[src/ccg_pkg.sv]
package ccg_pkg;
  localparam logic [7:0] SEL_RESET      = 8'h04;
  localparam int         DIV_LSB        = 0;
  localparam int         DIV_W          = 3;
  localparam logic [2:0] DIV_MAX_CODE   = 3'h4;
  localparam int         STAB_EXP       = 17;
  localparam int         STAB_CYCLES    = 2 ** STAB_EXP;
  localparam int         SWITCH_MAX_EXP = 4;
endpackage

[src/ccg_divider.sv]
`timescale 1ns/1ps
// free running power-of-two divider; emits one-cycle enables at the end of each period
module ccg_divider #(
  parameter int W = 4
) (
  input  wire logic         clk_in,
  input  wire logic         rst_n_in,
  input  wire logic         run_in,
  input  wire logic [2:0]   sel_in,
  output logic              tick_out,
  output logic [W-1:0]      count_out
);
  logic [W-1:0] cnt_r;
  logic [W-1:0] mask;
  assign mask = W'((1 << sel_in) - 1);
  // tick when all selected low bits are ones: end of an output period
  assign tick_out = run_in && ((cnt_r & mask) == mask);
  assign count_out = cnt_r;
  always_ff @(posedge clk_in or negedge rst_n_in) begin
    if (!rst_n_in) begin
      cnt_r <= '0;
    end else if (run_in) begin
      cnt_r <= cnt_r + W'(1);
    end
  end
endmodule

[src/ccg_top.sv]
`timescale 1ns/1ps
// Notes on behaviour
// - reset loads select register with 04h: slowest main clock speed
// - divider bits 2:0 pick fx, fx/2, fx/4, fx/8, fx/16; others prohibited
// - select register takes single-bit and whole-byte writes
// - after a write the old clock runs some instructions before switching
// - delay at most one old-clock period: 1,2,4,8,16 fx cycles leaving fx..fx/16
// - oscillator stays stopped while reset is low
// - after reset wait 2^17 main clocks, then CPU runs at slowest speed
// - stop instruction or control bit halts the oscillator
// - stop and halt standby modes exist on the main clock
// - block makes main, cpu and peripheral clocks and controls standby
module ccg_top #(
  parameter int STAB_CYCLES = ccg_pkg::STAB_CYCLES
) (
  input  wire logic       clk_in,
  input  wire logic       rst_n_in,
  input  wire logic       wr_byte_in,
  input  wire logic       wr_bit_in,
  input  wire logic [2:0] bit_idx_in,
  input  wire logic       bit_val_in,
  input  wire logic [7:0] wdata_in,
  input  wire logic       stop_req_in,
  input  wire logic       halt_req_in,
  input  wire logic       osc_stop_in,
  input  wire logic       wake_in,
  output logic [7:0]      cpu_clock_select_out,
  output logic            osc_run_out,
  output logic            cpu_clk_en_out,
  output logic            periph_clk_en_out,
  output logic            cpu_run_out,
  output logic            standby_out
);
  typedef enum logic [1:0] {ST_STAB, ST_RUN, ST_HALT, ST_STOP} ccg_state_t;
  ccg_state_t  state_r, state_nxt;
  logic [7:0]  sel_r;
  logic [2:0]  div_act_r;
  logic        pend_r;
  logic [17:0] stab_r;
  logic        tick;
  logic [3:0]  cnt;
  logic [7:0]  sel_nxt;
  logic        write;
  logic        osc_on;
  logic        stab_done;
  logic        sel_legal;

  assign osc_on = (state_r != ST_STOP);
  assign write  = wr_byte_in || wr_bit_in;
  // bit manipulation edits one bit of the stored byte
  assign sel_nxt = wr_byte_in ? wdata_in :
                   (sel_r & ~(8'h01 << bit_idx_in)) | ({7'h00, bit_val_in} << bit_idx_in);
  assign stab_done = (stab_r == 18'(STAB_CYCLES - 1));
  // prohibited codes are stored for read back but never reach the divider
  assign sel_legal = (sel_nxt[2:0] <= ccg_pkg::DIV_MAX_CODE);

  ccg_divider #(.W(ccg_pkg::SWITCH_MAX_EXP)) u_div (
    .clk_in    (clk_in),
    .rst_n_in  (rst_n_in),
    .run_in    (osc_on),
    .sel_in    (div_act_r),
    .tick_out  (tick),
    .count_out (cnt)
  );

  always_comb begin
    state_nxt = state_r;
    unique case (state_r)
      ST_STAB: if (stab_done) state_nxt = ST_RUN;
      ST_RUN: begin
        if (stop_req_in || osc_stop_in) state_nxt = ST_STOP;
        else if (halt_req_in) state_nxt = ST_HALT;
      end
      ST_HALT: if (wake_in) state_nxt = ST_RUN;
      ST_STOP: if (wake_in) state_nxt = ST_STAB;                     // restart needs stabilising
    endcase
  end

  // oscillator held off throughout reset; counting restarts at release
  always_ff @(posedge clk_in or negedge rst_n_in) begin
    if (!rst_n_in) begin
      state_r <= ST_STAB;
      stab_r  <= '0;
    end else begin
      state_r <= state_nxt;
      stab_r  <= (state_r == ST_STAB) ? stab_r + 18'h1 : 18'h0;
    end
  end

  always_ff @(posedge clk_in or negedge rst_n_in) begin
    if (!rst_n_in) begin
      sel_r <= ccg_pkg::SEL_RESET;
    end else if (write && state_r == ST_RUN) begin
      sel_r <= sel_nxt;
    end
  end

  // a pending ratio is adopted only at the end of an old-clock period, which
  // bounds the delay to one old-clock period: 1/2/4/8/16 fast-clock units leaving fx..fx/16
  always_ff @(posedge clk_in or negedge rst_n_in) begin
    if (!rst_n_in) begin
      div_act_r <= ccg_pkg::SEL_RESET[2:0];
      pend_r    <= 1'b0;
    end else if (write && state_r == ST_RUN) begin
      // a legal write in the adopting cycle re-arms with its own code, so it is never lost
      pend_r <= sel_legal;
      if (pend_r && tick) begin
        div_act_r <= sel_r[2:0];
      end
    end else if (pend_r && tick) begin
      div_act_r <= sel_r[2:0];
      pend_r    <= 1'b0;
    end
  end

  // outputs registered; peripherals keep their clock during halt
  always_ff @(posedge clk_in or negedge rst_n_in) begin
    if (!rst_n_in) begin
      cpu_clock_select_out <= ccg_pkg::SEL_RESET;
      osc_run_out          <= 1'b0;
      cpu_clk_en_out       <= 1'b0;
      periph_clk_en_out    <= 1'b0;
      cpu_run_out          <= 1'b0;
      standby_out          <= 1'b0;
    end else begin
      cpu_clock_select_out <= sel_r;
      osc_run_out          <= osc_on;
      cpu_clk_en_out       <= tick && state_r == ST_RUN;
      periph_clk_en_out    <= osc_on && state_r != ST_STAB;
      cpu_run_out          <= state_r == ST_RUN;
      standby_out          <= state_r == ST_HALT || state_r == ST_STOP;
    end
  end

  // reset and stabilisation
  AST_RESET_SLOW: assert property (
    @(posedge clk_in) $rose(rst_n_in) |-> sel_r == 8'h04)
    else $error("select not 04h after reset");

  AST_OSC_RESET: assert property (
    @(posedge clk_in) !rst_n_in |-> !osc_run_out)
    else $error("oscillator runs in reset");

  AST_NO_RUN_STAB: assert property (
    @(posedge clk_in) disable iff (!rst_n_in)
    state_r == ST_STAB |-> !cpu_run_out || $past(state_r) == ST_RUN)
    else $error("cpu runs during stabilisation");

  AST_STAB_LEN: assert property (
    @(posedge clk_in) disable iff (!rst_n_in)
    (state_r == ST_STAB && stab_r < 18'(STAB_CYCLES - 1)) |=> state_r == ST_STAB)
    else $error("stabilisation ended early");

  AST_STAB_EXIT: assert property (
    @(posedge clk_in) disable iff (!rst_n_in)
    (state_r == ST_STAB && stab_done) |=> state_r == ST_RUN)
    else $error("stabilisation did not end");

  AST_STAB_NO_CPU_CLK: assert property (
    @(posedge clk_in) disable iff (!rst_n_in)
    state_r == ST_STAB |=> !cpu_clk_en_out)
    else $error("cpu clock during stabilisation");

  AST_STAB_NO_PERIPH: assert property (
    @(posedge clk_in) disable iff (!rst_n_in)
    state_r == ST_STAB |=> !periph_clk_en_out)
    else $error("peripheral clock during stabilisation");

  AST_STAB_ENTRY: assert property (
    @(posedge clk_in) disable iff (!rst_n_in)
    (state_r == ST_STOP && wake_in) |=> state_r == ST_STAB)
    else $error("stop release skipped stabilisation");

  // standby modes and oscillator
  AST_STOP_OSC: assert property (
    @(posedge clk_in) disable iff (!rst_n_in)
    state_r == ST_STOP |=> !osc_run_out)
    else $error("oscillator runs in stop");

  AST_OSC_FOLLOW: assert property (
    @(posedge clk_in) disable iff (!rst_n_in)
    state_r != ST_STOP |=> osc_run_out)
    else $error("oscillator off outside stop");

  AST_HALT_CPU: assert property (
    @(posedge clk_in) disable iff (!rst_n_in)
    state_r == ST_HALT |=> !cpu_clk_en_out && standby_out)
    else $error("cpu clock in halt");

  AST_STOP_STANDBY: assert property (
    @(posedge clk_in) disable iff (!rst_n_in)
    state_r == ST_STOP |=> standby_out && !cpu_run_out)
    else $error("stop not flagged as standby");

  AST_HALT_PERIPH: assert property (
    @(posedge clk_in) disable iff (!rst_n_in)
    state_r == ST_HALT |=> periph_clk_en_out)
    else $error("peripheral clock lost in halt");

  AST_RUN_FLAG: assert property (
    @(posedge clk_in) disable iff (!rst_n_in)
    state_r == ST_RUN |=> cpu_run_out && !standby_out)
    else $error("run state not flagged");

  AST_EN_ON_TICK: assert property (
    @(posedge clk_in) disable iff (!rst_n_in)
    cpu_clk_en_out |-> $past(tick))
    else $error("cpu clock pulse off divider tick");

  // select register writes
  AST_BYTE_WRITE: assert property (
    @(posedge clk_in) disable iff (!rst_n_in)
    (wr_byte_in && state_r == ST_RUN) |=> sel_r == $past(wdata_in))
    else $error("byte write not stored");

  AST_BIT_WRITE: assert property (
    @(posedge clk_in) disable iff (!rst_n_in)
    (wr_bit_in && !wr_byte_in && state_r == ST_RUN) |=>
    sel_r[$past(bit_idx_in)] == $past(bit_val_in))
    else $error("bit write not stored");

  AST_WRITE_HOLD: assert property (
    @(posedge clk_in) disable iff (!rst_n_in)
    !(write && state_r == ST_RUN) |=> sel_r == $past(sel_r))
    else $error("select changed without write");

  AST_SEL_OUT_COPY: assert property (
    @(posedge clk_in) disable iff (!rst_n_in)
    1'b1 |=> cpu_clock_select_out == $past(sel_r))
    else $error("select output not a copy");

  // divider switchover
  AST_SWITCH_BOUND: assert property (
    @(posedge clk_in) disable iff (!rst_n_in)
    $rose(pend_r) |-> ##[1:17] !pend_r)
    else $error("switchover too slow");

  AST_SWITCH_EDGE: assert property (
    @(posedge clk_in) disable iff (!rst_n_in)
    div_act_r != $past(div_act_r) |-> $past(tick))
    else $error("switch off boundary");

  AST_LEGAL_DIV: assert property (
    @(posedge clk_in) disable iff (!rst_n_in)
    div_act_r <= 3'h4)
    else $error("illegal divider active");

  AST_ILLEGAL_KEEP: assert property (
    @(posedge clk_in) disable iff (!rst_n_in)
    (write && state_r == ST_RUN && !sel_legal) |=> !pend_r)
    else $error("prohibited code armed a switch");

  AST_OLD_CLOCK: assert property (
    @(posedge clk_in) disable iff (!rst_n_in)
    (pend_r && !tick) |=> div_act_r == $past(div_act_r))
    else $error("early switch");

  COV_SWITCH:     cover property (@(posedge clk_in) $fell(pend_r));
  COV_HALT:       cover property (@(posedge clk_in) state_r == ST_HALT);
  COV_STOP:       cover property (@(posedge clk_in) state_r == ST_STOP ##1 state_r == ST_STAB);
  COV_FULL_SPEED: cover property (@(posedge clk_in) div_act_r == 3'h0);
  COV_BIT_WRITE:  cover property (@(posedge clk_in) wr_bit_in && state_r == ST_RUN);
endmodule

[config.mk]
export PLATFORM = sky130hd
export DESIGN_NAME = ccg_top
export DESIGN_NICKNAME = d
export VERILOG_FILES = /design/src/ccg_pkg.sv /design/src/ccg_divider.sv /design/src/ccg_top.sv
export SDC_FILE = /design/constraint.sdc
export NUM_CORES = 1
export LEC_CHECK = 0
export BUFFER_PORTS_ARGS = -buffer_cell sky130_fd_sc_hd__buf_2
export CORE_ASPECT_RATIO = 1.5
export CORE_UTILIZATION = 26
export CTS_CLUSTER_SIZE = 12
export DETAILED_ROUTE_END_ITERATION = 8
export SYNTH_ARGS = -nofsm -noshare
export SYNTH_HDL_FRONTEND = slang
export SYNTH_SLANG_ARGS = --single-unit
[constraint.sdc]
create_clock -name clk_in -period 2.2 [get_ports clk_in]
set_input_delay 0.55 -clock clk_in [delete_from_list [all_inputs] [get_ports clk_in]]
set_output_delay 0.55 -clock clk_in [all_outputs]
set_load 0.01 [all_outputs]
==> reports/metrics.yaml <==
power:
  max-vdd-ir-drop_mv: 0.601
  p_sw_mw: 1.14
  combPwrFrac_pct: 33.3
  pwr_density_cell_mw_per_mm2: 1160
  p_int_mw: 2.14
  p_clk_share_pct: 23.9
  p_sw_share_pct: 34.8
  p_leak_nw: 1.22
  pwr-share-seq_pct: 42.8
  fin_total_pwr_mw: 3.29
floorplanning:
  io_pins: 33
  die_w_um: 79.8
  core-area_mm2: 0.00883
  die_h_um: 119
  start_util_pct: 26.8
  dieArea_mm2: 0.00948
  fp-row-count: 42
clocking:
  root_buffer: "clkbuf_16"
  cts_buffers: 5
  clkTransAtPathRegs_ns: 0.07
  cts.repair.resized: 0
  clockBufferDepth: 2
  clock_sinks: 49
  insertion_delay_ns: 0.30
  htreeDepth: 2
  cts_tree: "built"
  ctsHoldBuffers: 0
  cts_setup_buffers: 0
global_route:
  antenna_found_initial: 0
  grt_pass1_vias: 1730
  grt_pass1_wl_mm: 8.58
  gr-usage-all-layers_pct: 11.7
  grt-ovfl-total: 0
  grt_max_degree: 41
setup_path:
  criticalPathCategory: "reg -> reg"
  critPathArrivalTime_ns: 2.17
  start_kind: "register"
  cp-end-kind: "register"
  critPathMaxFanout: 4
  crit_required_ns: 2.38
drt:
  drt.antenna.violating_nets: 0
  firstDrtPassIters: 4
  avgRoutedWirePerCell_um: 13.1
  routed-via-count: 1778
  drtIter0Drc: 20
  drc: 0
  wirelength_mm: 4.84
  viasPerCell: 4.82
sta:
  slew_viol_final: 0
  rsz0062_at_grt: "false"
  maxSlewHeadroom_pct: 68.8
  max_freq_ghz: 0.501
  setup_tns_ns: 0
  fin_ws_ns: 0.204
  hold_viol: 0
  skew_ns: 0.00767
  worst_pin_slew_ns: 0.465
  hold_ws_ns: 0.108
  period_share_pct: 90.7
  setup_viol: 0
  min_period_ns: 2.00
synthesis:
  yosys.area_share.simple_pct: 19.6
  yosysSeqAreaShare_pct: 52.0
  synth-main-ff-cell: "dfrtp_1"
  synth_nets: 249
  synthXorXnorAreaFrac_pct: 6.67
  synthArstFlopShare_pct: 100
  synth_top_family_by_area: "simple AND/OR/NAND/NOR gates"
  ys_types: 53
  ys_warn_count: 0
  synth-seq-cells: 49
  avgSynthCellArea_um2: 10.6
  synth_compound_area_share_pct: 11.9
  synth_mux_area_share_pct: 3.65
  syn_area_mm2: 0.00236
  synthCells: 222
  synthAdderAreaFrac_pct: 3.71
  synth_edf_count: 0
placed_design:
  hpwlAfterDp_mm: 3.60
  portBuffers: 32
  place_congestion: 0.750
  pre_cts_ws_ns: 0.227
  place_area_mm2: 0.00267
final_layout:
  finalNetCount: 285
  drive_gt1_share_pct: 22.8
  antenna_cells: 0
  nFillCells: 917
  syn2layout_area_growth_pct: 19.4
  fin_area_mm2: 0.00282
hold_path:
  hold_class: "in -> async"
outcome:
  outcome: "complete, no violations"
run:
  cap_violations: 0
[Yosys cell counts (2+ instances only)]
library cell	number	area share [%]
ha_1	7	3.7
dfstp_2	3	3.3
nor4b_1	2	0.74
a21oi_1	10	2.1
nand2b_1	3	0.79
and2_1	3	0.79
nor3_1	6	1.3
xnor2_1	11	4.1
and3b_1	2	0.74
xor2_1	7	2.6
nand2_1	11	1.7
clkbuf_1	4	0.64
o31a_1	2	0.74
nand3_1	5	1.1
or3_1	3	0.79
mux2_2	5	2.4
o21a_1	2	0.64
o21ai_0	7	1.5
o22a_1	2	0.74
or2_2	2	0.53
mux2i_1	3	1.3
nand4_2	2	1.1
a31oi_1	2	0.53
nor2_1	26	4.1
dfrtp_1	46	49
nor2b_1	2	0.53
inv_1	8	1.3
nand4_1	6	1.6
nor4_1	3	0.79
nor3b_1	4	1.3
[stage by stage]
step,std cells,util (%)
2_1_floorplan,222,-
3_3_place_gp,361,30.3
3_5_place_dp,361,30.3
4_1_cts,369,32.0
5_1_grt,369,32.0
6_report,369,32.0
[cell usage in the layout (no fill, tap or decap), types with 3 or more instances in the layout]
cell and instances:
ha_1 7, xnor2_1 11, dfstp_2 3, nor3b_1 4
or3_1 3, clkbuf_16 5, buf_2 32, o21ai_0 7
inv_1 8, nand3_1 5, nor2_1 26, a21oi_1 10
mux2i_1 3, nor4_1 3, xor2_1 7, nand2_1 11
dfrtp_1 46, and2_1 3, mux2_2 5, nand4_1 6
nand2b_1 3, nor3_1 6
[registers in the layout, indices dropped and copies added, names as in the netlist]
register / cells
cpu_clk_en_out: 1
cpu_clock_select_out: 8
sel_r: 8
u_div.count_out: 4
div_act_r: 3
cpu_run_out: 1
standby_out: 1
pend_r: 1
periph_clk_en_out: 1
stab_r: 18
osc_run_out: 1
state_r: 2
[power groups by stage]
stage / Sequential, mW / Clock [mW] / Combinational (mW)
after global placement: 1.42 / 0 / 1.08
after CTS: 1.42 / 0.808 / 1.12
after global routing: 1.44 / 0.853 / 1.24
final: 1.41 / 0.785 / 1.09
after detailed placement: 1.43 / 0 / 1.11
after floorplan: 1.42 / 0 / 0.712
[final cells by class]
class	instances	area (um^2)	share of cell area, %
Sequential cell	49	1230	43.6
Tap cell	110	138	4.88
Timing Repair Buffer	35	195	6.91
Clock inverter	3	25.0	0.887
Multi-Input combinational cell	158	1080	38.1
Inverter	9	33.8	1.20
Clock buffer	5	125	4.43
[layer usage]
layer,global-route usage [%],vias up,part of all wire (%)
met5,0,-,0
met4,5.02,0,2.0
met2,19.7,34,53
li1,-,864,-
met1,13.9,874,41
met3,3.17,6,3.7
[worst paths after layout]
| check | start | end | slack [ns] | cells after the start |
|---|---|---|---|---|
| min in group clk_in | sel_r[6] | cpu_clock_select_out[6] | 0.40 | 0 |
| setup / recovery | div_act_r[1] | div_act_r[1] | 0.20 | 6 |
| hold / removal | rst_n_in | stab_r[4] | 0.11 | 1 |
| hold reg to reg | sel_r[6] | cpu_clock_select_out[6] | 0.40 | 0 |
| max in group asynchronous | rst_n_in | div_act_r[2] | 1.54 | 2 |
| setup reg to reg | div_act_r[1] | div_act_r[1] | 0.20 | 6 |
[cells by family (layout without fill, tap and decap cells)]
family	after synthesis	in the layout
simple gates	84	84
flops	49	49
compound gates	41	41
xor+xnor	18	18
buf+inv	15	52
mux	8	8
fa+ha+maj	7	7
[worst max-delay path, cell delays in order (launching register included)]
cell	delay [ns]
dfrtp_1	0.41
or3_1	0.38
ha_1	0.29
nor2_1	0.04
nor3_1	0.22
o2111ai_1	0.22
mux2_2	0.33
No activity file was read; power rests on OpenSTA's default activity.
